**src/rtl/rxe_pkg.sv**
```systemverilog
// Constants for the receive overrun and parity error flag logic
`default_nettype none
package rxe_pkg;

   // Flag positions inside the 32-bit flags word
   localparam int unsigned FLAG_OVERRUN_BIT = 25;
   localparam int unsigned FLAG_PARITY_BIT = 24;
   localparam int unsigned FLAGS_W = 32;

   // Parity enable position inside global_control_1
   localparam int unsigned GC1_PARITY_EN_BIT = 2;
   localparam int unsigned GC1_W = 32;

   // Interrupt vector offsets returned for each flag
   localparam int unsigned VECT_W = 5;
   localparam logic [4:0] VECT_NONE = 5'h00;
   localparam logic [4:0] VECT_PARITY = 5'h09;
   localparam logic [4:0] VECT_OVERRUN = 5'h0b;

   // Character framing
   localparam int unsigned CHAR_MAX_W = 8;
   localparam int unsigned CHAR_LEN_W = 3;
   localparam logic [2:0] LIN_CHAR_LEN = 3'h7;

   // Values after reset
   localparam logic FLAG_RESET_VAL = 1'b0;
   localparam logic [7:0] CHAR_RESET_VAL = 8'h00;
   localparam logic [2:0] LEN_RESET_VAL = 3'h0;

endpackage
`default_nettype wire

```
**src/rtl/rxe_error_flags.sv**
```systemverilog
// Receive overrun and parity error flags with error interrupt request
`timescale 1ns/100ps
`default_nettype none

module rxe_error_flags
   import rxe_pkg::*;
#(
   parameter int unsigned CHAR_W = CHAR_MAX_W
)
(
   input wire logic i_mclk,
   input wire logic i_nrst,
   input wire logic i_module_reset,
   input wire logic i_software_reset_n,
   input wire logic i_lin_mode,
   input wire logic [GC1_W-1:0] i_global_control_1,
   input wire logic i_parity_odd,
   input wire logic i_addr_bit_mode,
   input wire logic i_rx_xfer,
   input wire logic i_rx_unread,
   input wire logic i_rx_char_done,
   input wire logic [CHAR_W-1:0] i_rx_data,
   input wire logic [CHAR_LEN_W-1:0] i_rx_char_len,
   input wire logic i_rx_addr_bit,
   input wire logic i_rx_parity_bit,
   input wire logic i_overrun_irq_enable,
   input wire logic i_parity_irq_enable,
   input wire logic i_flags_wr,
   input wire logic [FLAGS_W-1:0] i_flags_wdata,
   input wire logic i_vect_rd,
   input wire logic [VECT_W-1:0] i_interrupt_vector_offset,
   output logic o_overrun_error_flag,
   output logic o_parity_error_flag,
   output logic [FLAGS_W-1:0] o_flags_word,
   output logic o_error_irq,
   output logic [VECT_W-1:0] o_pending_offset,
   output logic o_last_expected_parity
);

   generate
      if (CHAR_W < 1 || CHAR_W > CHAR_MAX_W)
      begin : g_bad_char_w
         $error("rxe_error_flags: CHAR_W must be 1 to 8");
      end
      // Flag positions must land inside the words that carry them
      if (FLAG_OVERRUN_BIT >= FLAGS_W || FLAG_PARITY_BIT >= FLAGS_W)
      begin : g_bad_flag_pos
         $error("rxe_error_flags: flag position outside the flags word");
      end
      if (FLAG_OVERRUN_BIT == FLAG_PARITY_BIT)
      begin : g_same_flag_pos
         $error("rxe_error_flags: flags share one position");
      end
      if (GC1_PARITY_EN_BIT >= GC1_W)
      begin : g_bad_enable_pos
         $error("rxe_error_flags: parity enable outside global_control_1");
      end
   endgenerate

   // Character framing and parity check
   logic [CHAR_LEN_W-1:0] eff_len;
   logic [CHAR_W-1:0] len_mask;
   logic use_addr_bit;
   logic expected_parity;
   logic parity_enabled;
   logic parity_mismatch;

   // LIN frames fixed at eight bits
   always_comb
   begin
      if (i_lin_mode)
      begin
         eff_len = LIN_CHAR_LEN;
      end
      else
      begin
         eff_len = i_rx_char_len;
      end
   end

   always_comb
   begin
      len_mask = '0;
      for (int unsigned k = 0; k < CHAR_W; k++)
      begin
         len_mask[k] = (k <= 32'(eff_len));
      end
   end

   // Idle-line uses data only
   // LIN has no address-bit framing, so the mode bit is ignored there
   assign use_addr_bit = i_addr_bit_mode && !i_lin_mode;

   rxe_parity_calc
   #(
      .WIDTH(CHAR_W)
   )
   u_parity
   (
      .i_bits(i_rx_data),
      .i_mask(len_mask),
      .i_include_extra(use_addr_bit),
      .i_extra(i_rx_addr_bit),
      .i_odd(i_parity_odd),
      .o_expected(expected_parity)
   );

   assign parity_enabled = i_global_control_1[GC1_PARITY_EN_BIT];

   assign parity_mismatch = (expected_parity != i_rx_parity_bit);

   // Set and clear terms
   logic set_overrun;
   logic set_parity;
   logic hard_clear;
   logic wr_clr_overrun;
   logic wr_clr_parity;
   logic vect_clr_overrun;
   logic vect_clr_parity;
   logic clr_overrun;
   logic clr_parity;

   assign set_overrun = i_rx_xfer && i_rx_unread;

   assign set_parity = i_rx_char_done && parity_enabled && parity_mismatch;

   // Same sources for parity
   // Resets dominate any event: a held reset must keep flags low
   assign hard_clear = i_module_reset || !i_software_reset_n;

   // Only a one clears on write
   assign wr_clr_overrun = i_flags_wr && i_flags_wdata[FLAG_OVERRUN_BIT];
   assign wr_clr_parity = i_flags_wr && i_flags_wdata[FLAG_PARITY_BIT];

   assign vect_clr_overrun = i_vect_rd && (i_interrupt_vector_offset == VECT_OVERRUN);
   assign vect_clr_parity = i_vect_rd && (i_interrupt_vector_offset == VECT_PARITY);

   // Each flag has its own clear term
   assign clr_overrun = wr_clr_overrun || vect_clr_overrun;
   assign clr_parity = wr_clr_parity || vect_clr_parity;

   // Flag state
   logic overrun_q;
   logic overrun_d;
   logic parity_q;
   logic parity_d;
   logic parity_visible;
   logic overrun_pending;
   logic parity_pending;

   always_comb
   begin
      overrun_d = overrun_q;
      if (hard_clear)
      begin
         overrun_d = FLAG_RESET_VAL;
      end
      // Set beats a software clear in the same cycle, so no event is lost
      else if (set_overrun)
      begin
         overrun_d = 1'b1;
      end
      else if (clr_overrun)
      begin
         overrun_d = 1'b0;
      end
   end

   always_comb
   begin
      parity_d = parity_q;
      if (hard_clear || !parity_enabled)
      begin
         parity_d = FLAG_RESET_VAL;
      end
      else if (set_parity)
      begin
         parity_d = 1'b1;
      end
      else if (clr_parity)
      begin
         parity_d = 1'b0;
      end
   end

   always_ff @(posedge i_mclk or negedge i_nrst)
   begin
      if (!i_nrst)
      begin
         overrun_q <= FLAG_RESET_VAL;
      end
      else
      begin
         overrun_q <= overrun_d;
      end
   end

   always_ff @(posedge i_mclk or negedge i_nrst)
   begin
      if (!i_nrst)
      begin
         parity_q <= FLAG_RESET_VAL;
      end
      else
      begin
         parity_q <= parity_d;
      end
   end

   // Last computed parity, kept for diagnostics
   logic last_par_q;
   logic last_par_d;

   always_comb
   begin
      last_par_d = last_par_q;
      if (hard_clear)
      begin
         last_par_d = FLAG_RESET_VAL;
      end
      else if (i_rx_char_done)
      begin
         last_par_d = expected_parity;
      end
   end

   always_ff @(posedge i_mclk or negedge i_nrst)
   begin
      if (!i_nrst)
      begin
         last_par_q <= FLAG_RESET_VAL;
      end
      else
      begin
         last_par_q <= last_par_d;
      end
   end

   // Outputs
   // Disabled parity reads as zero
   // Masked here as well, so a disable acts before the stored flag clears
   assign parity_visible = parity_q && parity_enabled;

   assign o_overrun_error_flag = overrun_q;
   assign o_parity_error_flag = parity_visible;
   assign o_last_expected_parity = last_par_q;

   // Other bits of the flags word belong to other logic and read zero here
   always_comb
   begin
      o_flags_word = '0;
      o_flags_word[FLAG_OVERRUN_BIT] = overrun_q;
      o_flags_word[FLAG_PARITY_BIT] = parity_visible;
   end

   assign overrun_pending = overrun_q && i_overrun_irq_enable;

   assign parity_pending = parity_visible && i_parity_irq_enable;

   assign o_error_irq = overrun_pending || parity_pending;

   // Offset the vector register would return; parity ranks first
   always_comb
   begin
      if (parity_pending)
      begin
         o_pending_offset = VECT_PARITY;
      end
      else if (overrun_pending)
      begin
         o_pending_offset = VECT_OVERRUN;
      end
      else
      begin
         o_pending_offset = VECT_NONE;
      end
   end

endmodule

`default_nettype wire

```
**src/rtl/rxe_parity_calc.sv**
```systemverilog
// Parity generator over a masked character and an optional extra bit
`timescale 1ns/100ps
`default_nettype none

module rxe_parity_calc
#(
   parameter int unsigned WIDTH = 8
)
(
   input wire logic [WIDTH-1:0] i_bits,
   input wire logic [WIDTH-1:0] i_mask,
   input wire logic i_include_extra,
   input wire logic i_extra,
   input wire logic i_odd,
   output logic o_expected
);

   generate
      if (WIDTH < 1 || WIDTH > 32)
      begin : g_bad_width
         $error("rxe_parity_calc: WIDTH out of range");
      end
   endgenerate

   logic ones_xor;

   always_comb
   begin
      ones_xor = ^(i_bits & i_mask);
      if (i_include_extra)
      begin
         ones_xor = ones_xor ^ i_extra;
      end
      // Even parity: bit makes total ones even; odd inverts it
      o_expected = ones_xor ^ i_odd;
   end

endmodule

`default_nettype wire

```
**config.mk**
```make
export PLATFORM = sky130hd
export DESIGN_NAME = rxe_error_flags
export DESIGN_NICKNAME = d
export VERILOG_FILES = /design/src/rtl/rxe_pkg.sv /design/src/rtl/rxe_error_flags.sv /design/src/rtl/rxe_parity_calc.sv
export SDC_FILE = /design/constraint.sdc
export NUM_CORES = 1
export LEC_CHECK = 0
export ABC_CLOCK_PERIOD_IN_PS = 1050
export BUFFER_PORTS_ARGS = -buffer_cell sky130_fd_sc_hd__buf_2
export CAP_MARGIN = 20
export CORE_MARGIN = 5
export CORE_UTILIZATION = 25
export DETAILED_ROUTE_END_ITERATION = 12
export PLACE_DENSITY_LB_ADDON = 0.08
export RECOVER_POWER = 50
export SLEW_MARGIN = 10
export SYNTH_ARGS = -nofsm -noshare
export SYNTH_HDL_FRONTEND = slang
export SYNTH_SLANG_ARGS = --single-unit
```
**constraint.sdc**
```tcl
create_clock -name i_mclk -period 1.05 [get_ports i_mclk]
set_input_delay 0.21 -clock i_mclk [delete_from_list [all_inputs] [get_ports i_mclk]]
set_output_delay 0.21 -clock i_mclk [all_outputs]
set_load 0.1 [all_outputs]
```
==> parameters.txt, run 1 <==
Parameter                              Value

Run status
  Status    finished with violations
  Failing checks    negative setup slack

CTS
  Worst-skew pair later-pin latency    230 ps
  Total number of clock tree sinks    3
  Maximum level of the CTS H-tree    1
  Clock input transition at the sequential cells of the worst setup and hold paths    40 ps
  Number of buffers created by CTS    3
  Maximum number of buffers from clock root to sink    2
  Clk Tree Root Cell    clkbuf_4
  CTS tree    built

Floorplanning
  Area of the die    0.00399 mm2
  Number of placement rows    19
  Die height    approximately 63 um
  Initial Util    0.258
  Io pins    around 140
  Floorplan core area    about 0.0027 mm2
  Die Span X    63.1 um

Route
  Total detailed-routing wirelength    1830 um
  Average via count per standard cell    4.13
  Initial drt markers    16
  Routed vias    between 600 and 700
  Number of nets still failing antenna checks after routing    0
  Number of iterations in the first detailed-routing pass    4
  Number of DRC violations after detailed routing    0
  Wirelength per Cell    approximately 11 um

Global route
  Overall overflow remaining after global route    0
  Maximum number of pins on one net before global-route repair    7
  Initial antenna violation count    0
  Overall fraction of global-route tracks in use    0.0865
  First-pass GRT wire length    2840 um
  Vias in the first global route    642

Hold path
  Worst hold path type    in -> reg

Timing
  Clock skew after layout    0 ps
  Final total negative setup slack    -2410 ps
  Final setup slack of the worst path    -341 ps
  Max Transition Viols Final    0
  Final count of negative-setup-slack endpoints    10
  Achievable Freq    approximately 700 MHz
  Setup repair after global routing missed its margin    true
  Final critical delay including setup and external delays    1390 ps
  Final Cycle Share    1.32
  Count of endpoints failing hold in the final timing report    0
  Final-layout worst hold slack    about 170 ps

Cells and area
  Diodes inserted    0
  Filler cell count    268
  Layout cells sized above 1    0.511
  Fin nets    ~230
  Layout Area Growth over Synthesis    65.8%

Critical path
  Critical Path Fanout Max    3
  Path type of the worst setup path    in -> reg
  Critical path capture point type    flip-flop
  Critical Path Source Type    input port
  Required time of the worst setup path    1160 ps
  Arrival time at the worst endpoint    1500 ps

Placement
  IO Port Bufs    between 40 and 50
  Routability congestion estimate from global placement    0.738
  Post-detail-place hpwl    1640 um

Pwr
  Static power due to leakage    between 0.5 and 0.6 nW
  Power Density    1130 mW/mm2
  VDD IR-drop max    0.609 mV

Synth
  Yosys warns    0
  Synthesized instance count    84
  Top cell type's share of synthesized area    0.383
  Number of register bits inferred by synthesis    3
  Area leader, netlist    buf_4
  Synth Cell Area    706 um2
  Post-synth EDFFs    0
  Largest cells by area after synthesis    buf_4 (38%), dfrtp_1 (11%), xor2_1 (3.7%), xnor3_1 (3.2%), o311a_4 (3.0%)
  Primary flip-flop cell chosen by synthesis mapping    dfrtp_1
  Number of distinct library cell variants in the gate-level netlist after synthesis    31
  Share of synthesized area occupied by flip-flops and latches    0.106
  Async SR Flop Fraction    1.00
  Avg Inst Size Synth    about 8.4 um2

Flow run
  Max-Cap Viols    0
## flip-flops by register name, summed over array words and instances (netlist names)
| signal | cells |
|---|---|
| o_last_expected_parity | 1 |
| o_overrun_error_flag | 1 |
| parity_q | 1 |
## layout make-up
cell class	instances	area (um2)	area share
Multi-Input combinational cell	75	539	0.461
Sequential cell	3	80.1	0.0684
Clock buffer	4	26.3	0.0225
Tap cell	31	38.8	0.0332
Timing Repair Buffer	55	485	0.415
## what timing repair did
| action | in CTS | in global routing |
|---|---|---|
| resized for setup | 9 | 6 |
| hold endpoints to repair | 3 | 0 |
| hold buffers | 1 | 0 |
| endpoints found under the setup margin | 10 | 11 |
| pin swaps | 12 | 4 |
| setup buffers | 1 | 1 |
## cell usage after synthesis (2+ instances only)
master	number
nand2_1	4
a21oi_1	3
xor2_1	3
o211ai_1	2
nor2b_1	2
nor2_1	4
buf_4	36
nand3_1	2
dfrtp_1	3
o21ai_0	3
xnor2_1	2
## path summary, 6_finish.rpt
check                                                         from                                  to  slack [ps]  depth (start not counted)
min in group asynchronous                                   i_nrst                parity_q$_DFFE_PN0P_         330                          2
max in group asynchronous                                   i_nrst    o_overrun_error_flag$_DFFE_PN0P_         550                          2
worst min register to register  o_last_expected_parity$_DFFE_PN0P_  o_last_expected_parity$_DFFE_PN0P_         610                          2
worst max-delay path                              i_rx_char_len[1]                parity_q$_DFFE_PN0P_        -340                          7
worst min-delay path                                i_rx_char_done  o_last_expected_parity$_DFFE_PN0P_         170                          2
worst max register to register                parity_q$_DFFE_PN0P_                parity_q$_DFFE_PN0P_         -10                          5
## cell families (layout without fill, tap and decap cells)
kind of cell              Yosys count  after routing  synth area share
DFF                                 3              3             0.106
other                               1             32           0.00531
and+or+nand+nor                    17             17             0.122
xor gates and xnor gates            7              7             0.117
AOI/OAI and AO/OA                  19             19             0.250
buffers and inverters              37             59             0.399
## stage by stage
stage                     instances  utilization  setup WS (ps)  instance area, um2  power, mW
final                           168        0.428           -341                1170       1.32
after global routing            168        0.428           -468                1170       1.37
after CTS                       167        0.416           -363                1140       1.31
after detailed placement        161        0.383           -649                1050       1.07
after global placement          161        0.383           -624                1050       1.07
after floorplan                 115            -           -486                 926      0.996
## cell usage in the layout (no fill, tap or decap), types with 2 or more instances in the layout
cell      instances
nand2_4           2
clkbuf_1          2
a21oi_1           2
conb_1           32
buf_2            29
xor2_1            2
buf_12            9
xnor2_1           2
nor2_1            4
o21ai_0           3
nand3_1           2
buf_8             2
buf_4             8
buf_6             5
clkbuf_4          3
nor2b_1           2
o211ai_1          2
o311a_4           2
## metal layers
| metal | wire length [um] | GRT usage |
|---|---|---|
| met1 | 712 | 0.118 |
| met2 | 863 | 0.136 |
| met3 | 243 | 0.0142 |
| met4 | 8 | 0.0318 |
| met5 | 0 | 0 |
## worst max-delay path, stage by stage
cell and delay [ps]:
buf_8 100, o41ai_4 330, xnor3_1 300, xnor2_2 190
xnor2_1 160, xnor2_1 130, o21ai_1 80
## where the power goes
part	total (mW)	internal (mW)	switching [mW]
sequential	0.128	0.123	0.00512
clock	0.206	0.143	0.0638
combinational	0.981	0.247	0.735
total	1.32	0.513	0.803
Power figures use the tool's default switching activity.
==> run 2, diff against run 1 <==
- SKIP_CTS_REPAIR_TIMING: unset -> 1
==> parameters.txt, run 2 (same netlist as run 1, synthesis figures left out) <==
Parameter                              Value

Route
  Routed vias    674
  Wirelength per Cell    10.8 um
  Met2 Wirelength    about 830 um
  Total detailed-routing wirelength    1790 um
  Number of nets still failing antenna checks after routing    0
  Number of DRC violations after detailed routing    0
  Number of iterations in the first detailed-routing pass    3
  Metal-1 WL    about 700 um
  Average via count per standard cell    4.06
  Initial drt markers    17
  Max Used Layer    met4
  Metal3 WL    240 um

Placement
  IO Port Bufs    43
  Minimum setup slack after placement    -649 ps
  Post-detail-place hpwl    1640 um
  Routability congestion estimate from global placement    0.738
  Cell count after placement    161

CTS
  Maximum level of the CTS H-tree    1
  Clk Tree Root Cell    clkbuf_4
  Clock input transition at the sequential cells of the worst setup and hold paths    about 40 ps
  Maximum number of buffers from clock root to sink    2
  CTS tree    built
  Total number of clock tree sinks    3
  Number of buffers created by CTS    3
  Worst-skew pair later-pin latency    230 ps

Pwr
  Power Density    1150 mW/mm2
  Static power due to leakage    0.570 nW
  Switching share of total power    0.615
  Part of the power in combinational logic    0.744
  Switching Power    0.795 mW
  Power share of the clock group    0.156
  VDD IR-drop max    0.605 mV
  Relative contribution of sequential cells to total power    0.099
  Post-layout total power    ~1.3 mW
  Internal portion of total power    0.498 mW

Floorplanning
  Number of placement rows    19
  Die height    63.1 um
  Die Span X    between 60 and 70 um
  Initial Util    0.258
  Area of the die    0.00399 mm2
  Floorplan core area    0.00273 mm2
  Io pins    around 140

Global route
  Maximum number of pins on one net before global-route repair    7
  Initial antenna violation count    0
  Overall fraction of global-route tracks in use    0.0854
  First-pass GRT wire length    2790 um
  Overall overflow remaining after global route    0
  Vias in the first global route    around 650

Cells and area
  Layout Area Growth over Synthesis    59.9%
  Diodes inserted    0
  Layout cells sized above 1    0.504
  Commonest cells after routing, fill and taps aside    conb_1 (32), buf_2 (31), buf_12 (9)
  Most frequent standard cell in the layout excluding fill and tap cells    conb_1
  Final instance count without filler cells    approximately 170
  End-of-flow core utilization    0.413
  Fin nets    232
  Filler cell count    between 200 and 300

Timing
  Clock skew after layout    0 ps
  Setup repair after global routing missed its margin    true
  Final critical delay including setup and external delays    1390 ps
  Max Transition Viols Final    0
  Final count of negative-setup-slack endpoints    10
  Final setup slack of the worst path    -338 ps
  Final-layout worst hold slack    177 ps
  Final Cycle Share    1.32
  Achievable Freq    720 MHz
  Count of endpoints failing hold in the final timing report    0

Critical path
  Required time of the worst setup path    ~1200 ps
  Critical path capture point type    flip-flop
  Critical Path Source Type    input port
  Arrival time at the worst endpoint    1500 ps
  Critical Path Fanout Max    3
  Path type of the worst setup path    in -> reg

Run status
  Failing checks    negative setup slack
  Status    finished with violations

Flow run
  Max-Cap Viols    0

Hold path
  Worst hold path type    in -> reg
==> run 2: changes by cell type in the layout (fill, tap and decap cells not counted), sizes merged <==
cell,before,now
buf,53,51
==> run 2: routing by layer <==
layer,GRT usage,up-vias
met5,0,-
met4,0.0318,0
met1,0.113,300
met3,0.0142,2
li1,-,323
met2,0.137,49
==> run 2: power groups by stage <==
stage	logic (mW)	registers, mW	clock network, mW
2_1_floorplan	0.838	0.158	0
3_3_place_gp	0.939	0.129	0
3_5_place_dp	0.944	0.130	0
4_1_cts	0.946	0.128	0.214
5_1_grt	1.00	0.129	0.221
6_report	0.963	0.128	0.202
==> run 2: stage by stage <==
stage	setup TNS, ps	area (um2)
finish	-2370	1130
global route	-2910	1130
CTS	-2930	1070
detailed placement	-1400	1050
global placement	-1300	1050
floorplan	-2290	926
==> run 2: worst max-delay path: stages <==
cell	delay, ps
buf_8	100
o41ai_4	330
xnor3_1	300
xnor2_2	190
xnor2_1	160
xnor2_1	140
o21ai_1	70
==> run 2: worst paths after layout <==
check	start	to	slack, ps	cells after the start
max in group asynchronous	i_nrst	o_overrun_error_flag$_DFFE_PN0P_	560	2
max	i_rx_char_len[2]	parity_q$_DFFE_PN0P_	-340	7
min in group asynchronous	i_nrst	o_overrun_error_flag$_DFFE_PN0P_	330	2
min	i_rx_char_done	o_last_expected_parity$_DFFE_PN0P_	180	2
min reg2reg	o_last_expected_parity$_DFFE_PN0P_	o_last_expected_parity$_DFFE_PN0P_	610	2
max reg2reg	o_overrun_error_flag$_DFFE_PN0P_	o_overrun_error_flag$_DFFE_PN0P_	70	3
==> run 2: final cells by class <==
| class | instances | area, um2 | share of cell area |
|---|---|---|---|
| clock buffer | 4 | 26.3 | 0.0233 |
| multi-input combinational | 75 | 529 | 0.469 |
| sequential | 3 | 80.1 | 0.0710 |
| tap | 31 | 38.8 | 0.0344 |
| timing repair buffer | 53 | 454 | 0.402 |
==> run 3, diff against run 2 <==
- ABC_AREA: unset -> 0
- RECOVER_POWER: 50 -> 25
- REMOVE_ABC_BUFFERS: unset -> 1
==> parameters.txt, run 3 (same netlist as run 1, synthesis figures left out) <==
Parameter                              Value

CTS
  Number of buffers created by CTS    3
  Clk Tree Root Cell    clkbuf_4
  Clock input transition at the sequential cells of the worst setup and hold paths    about 40 ps
  Total number of clock tree sinks    3
  Maximum number of buffers from clock root to sink    2
  Maximum level of the CTS H-tree    1
  CTS tree    built
  Worst-skew pair later-pin latency    230 ps

Hold path
  Worst hold path type    in -> reg
  Hold Path Depth    2
  Beginning of the worst hold path    i_rx_char_done
  End point of the worst hold path    o_last_expected_parity$_DFFE_PN0P_

Timing
  Final setup slack of the worst path    -365 ps
  Final Cycle Share    1.35
  Achievable Freq    between 700 and 800 MHz
  Final total negative setup slack    -2080 ps
  Count of endpoints failing hold in the final timing report    0
  Final critical delay including setup and external delays    1420 ps
  Clock skew after layout    0 ps
  Setup repair after global routing missed its margin    true
  Final count of negative-setup-slack endpoints    10
  Max Transition Viols Final    0

Placement
  Routability congestion estimate from global placement    about 0.73
  IO Port Bufs    43
  Cell Area, Placed    0.00100 mm2
  Cell count after placement    between 150 and 200
  Post-detail-place hpwl    between 1500 and 2000 um
  Minimum setup slack after placement    -643 ps

Flow run
  Max-Cap Viols    0

Critical path
  Path type of the worst setup path    in -> reg
  Critical Path Source Type    input port
  Count of buffering cells on the critical path with inverters included    1
  Origin of the critical flop-to-flop path    parity_q$_DFFE_PN0P_
  Required time of the worst setup path    1160 ps
  Arrival time at the worst endpoint    1520 ps
  Setup slack on the worst flop-to-flop path    0 ps
  Worst Reg2Reg Path Length in Cells    5
  Cell with the largest stage delay on the worst path    o41ai_4
  Endpoint of the worst-slack reg-to-reg timing path    parity_q$_DFFE_PN0P_
  Ordered cell list for the critical path    buf_12, o41ai_4, xnor3_1, xnor2_2, xnor2_1, xnor2_1, o21ai_1
  Critical path capture point type    flip-flop
  Top cell family by delay on the critical path    XOR/XNOR gates
  Critical Path Fanout Max    5
  Critical path's largest stage delay    approximately 340 ps
  Most common cell on crit path    xnor2_1

Floorplanning
  Floorplan core area    0.00273 mm2
  Die height    63.1 um
  Number of placement rows    19
  Io pins    137
  Initial Util    0.258
  Area of the die    0.00399 mm2
  Die Span X    approximately 63 um

Route
  Average via count per standard cell    4.01
  Routed vias    677
  Initial drt markers    7
  Wirelength per Cell    10.6 um
  Number of iterations in the first detailed-routing pass    2
  Number of DRC violations after detailed routing    0
  Total detailed-routing wirelength    1790 um
  Number of nets still failing antenna checks after routing    0

Run status
  Failing checks    negative setup slack
  Status    finished with violations

Global route
  Overall overflow remaining after global route    0
  Initial antenna violation count    0
  Overall fraction of global-route tracks in use    0.0842
  Vias in the first global route    590
  Maximum number of pins on one net before global-route repair    7
  First-pass GRT wire length    2710 um

Pwr
  Post-layout total power    about 1.3 mW
  Power Density    1140 mW/mm2
  VDD IR-drop max    0.816 mV
  Static power due to leakage    around 0.58 nW

Cells and area
  Commonest cells after routing, fill and taps aside    conb_1 (32), buf_2 (31), buf_12 (10), buf_4 (10), nor2_1 (4)
  Most frequent standard cell in the layout excluding fill and tap cells    conb_1
  Finished Cell Area    around 0.0011 mm2
  Final instance count without filler cells    ~170
  Diodes inserted    0
  Fin nets    235
  Filler cell count    282
  Layout cells sized above 1    0.507
  Layout Area Growth over Synthesis    61.2%
==> run 3: worst reg2reg max path, stage by stage (launching register included) <==
cell	delay, ps
dfrtp_1	350
and2_4	160
buf_6	130
buf_4	120
o211ai_1	80
o21ai_1	90
==> run 3: layer usage <==
layer | share of wire | vias up | wire, um | global-route usage
met3 | 0.15 | 2 | 269 | 0.0320
met5 | 0 | - | 0 | 0
met1 | 0.34 | 296 | 612 | 0.0895
met4 | 0.012 | 0 | 21 | 0.0557
li1 | - | 330 | - | -
met2 | 0.49 | 49 | 883 | 0.137
==> run 3: area by class of cell <==
type	count	area [um2]	share of cell area
multi-input combinational	75	519	0.457
timing repair buffer	56	478	0.420
sequential	3	75.1	0.0660
tap	31	38.8	0.0341
clock buffer	4	26.3	0.0231
==> run 3: power by group <==
part	internal (mW)	switching, mW	leakage (nW)
combinational	0.244	0.734	0.524
sequential	0.122	0.00428	0.0411
clock	0.142	0.0541	0.0150
==> run 3: how the worst max path moves through the flow <==
| stage | startpoint | end | depth (start not counted) |
|---|---|---|---|
| after floorplan | parity_q$_DFFE_PN0P_ | o_error_irq | 3 |
| after global placement | i_rx_char_len[2] | parity_q$_DFFE_PN0P_ | 7 |
| after detailed placement | i_lin_mode | o_last_expected_parity$_DFFE_PN0P_ | 7 |
| after CTS | i_rx_char_len[2] | o_last_expected_parity$_DFFE_PN0P_ | 7 |
| after global routing | i_rx_char_len[0] | parity_q$_DFFE_PN0P_ | 7 |
| final | i_rx_char_len[0] | parity_q$_DFFE_PN0P_ | 7 |
==> run 3: metrics by stage <==
stage / hold slack (ps) / utilization
after floorplan: -85.6 / -
after global placement: 12.8 / 0.368
after detailed placement: 17.0 / 0.368
after CTS: -232 / 0.377
after global routing: 174 / 0.416
final: 174 / 0.416
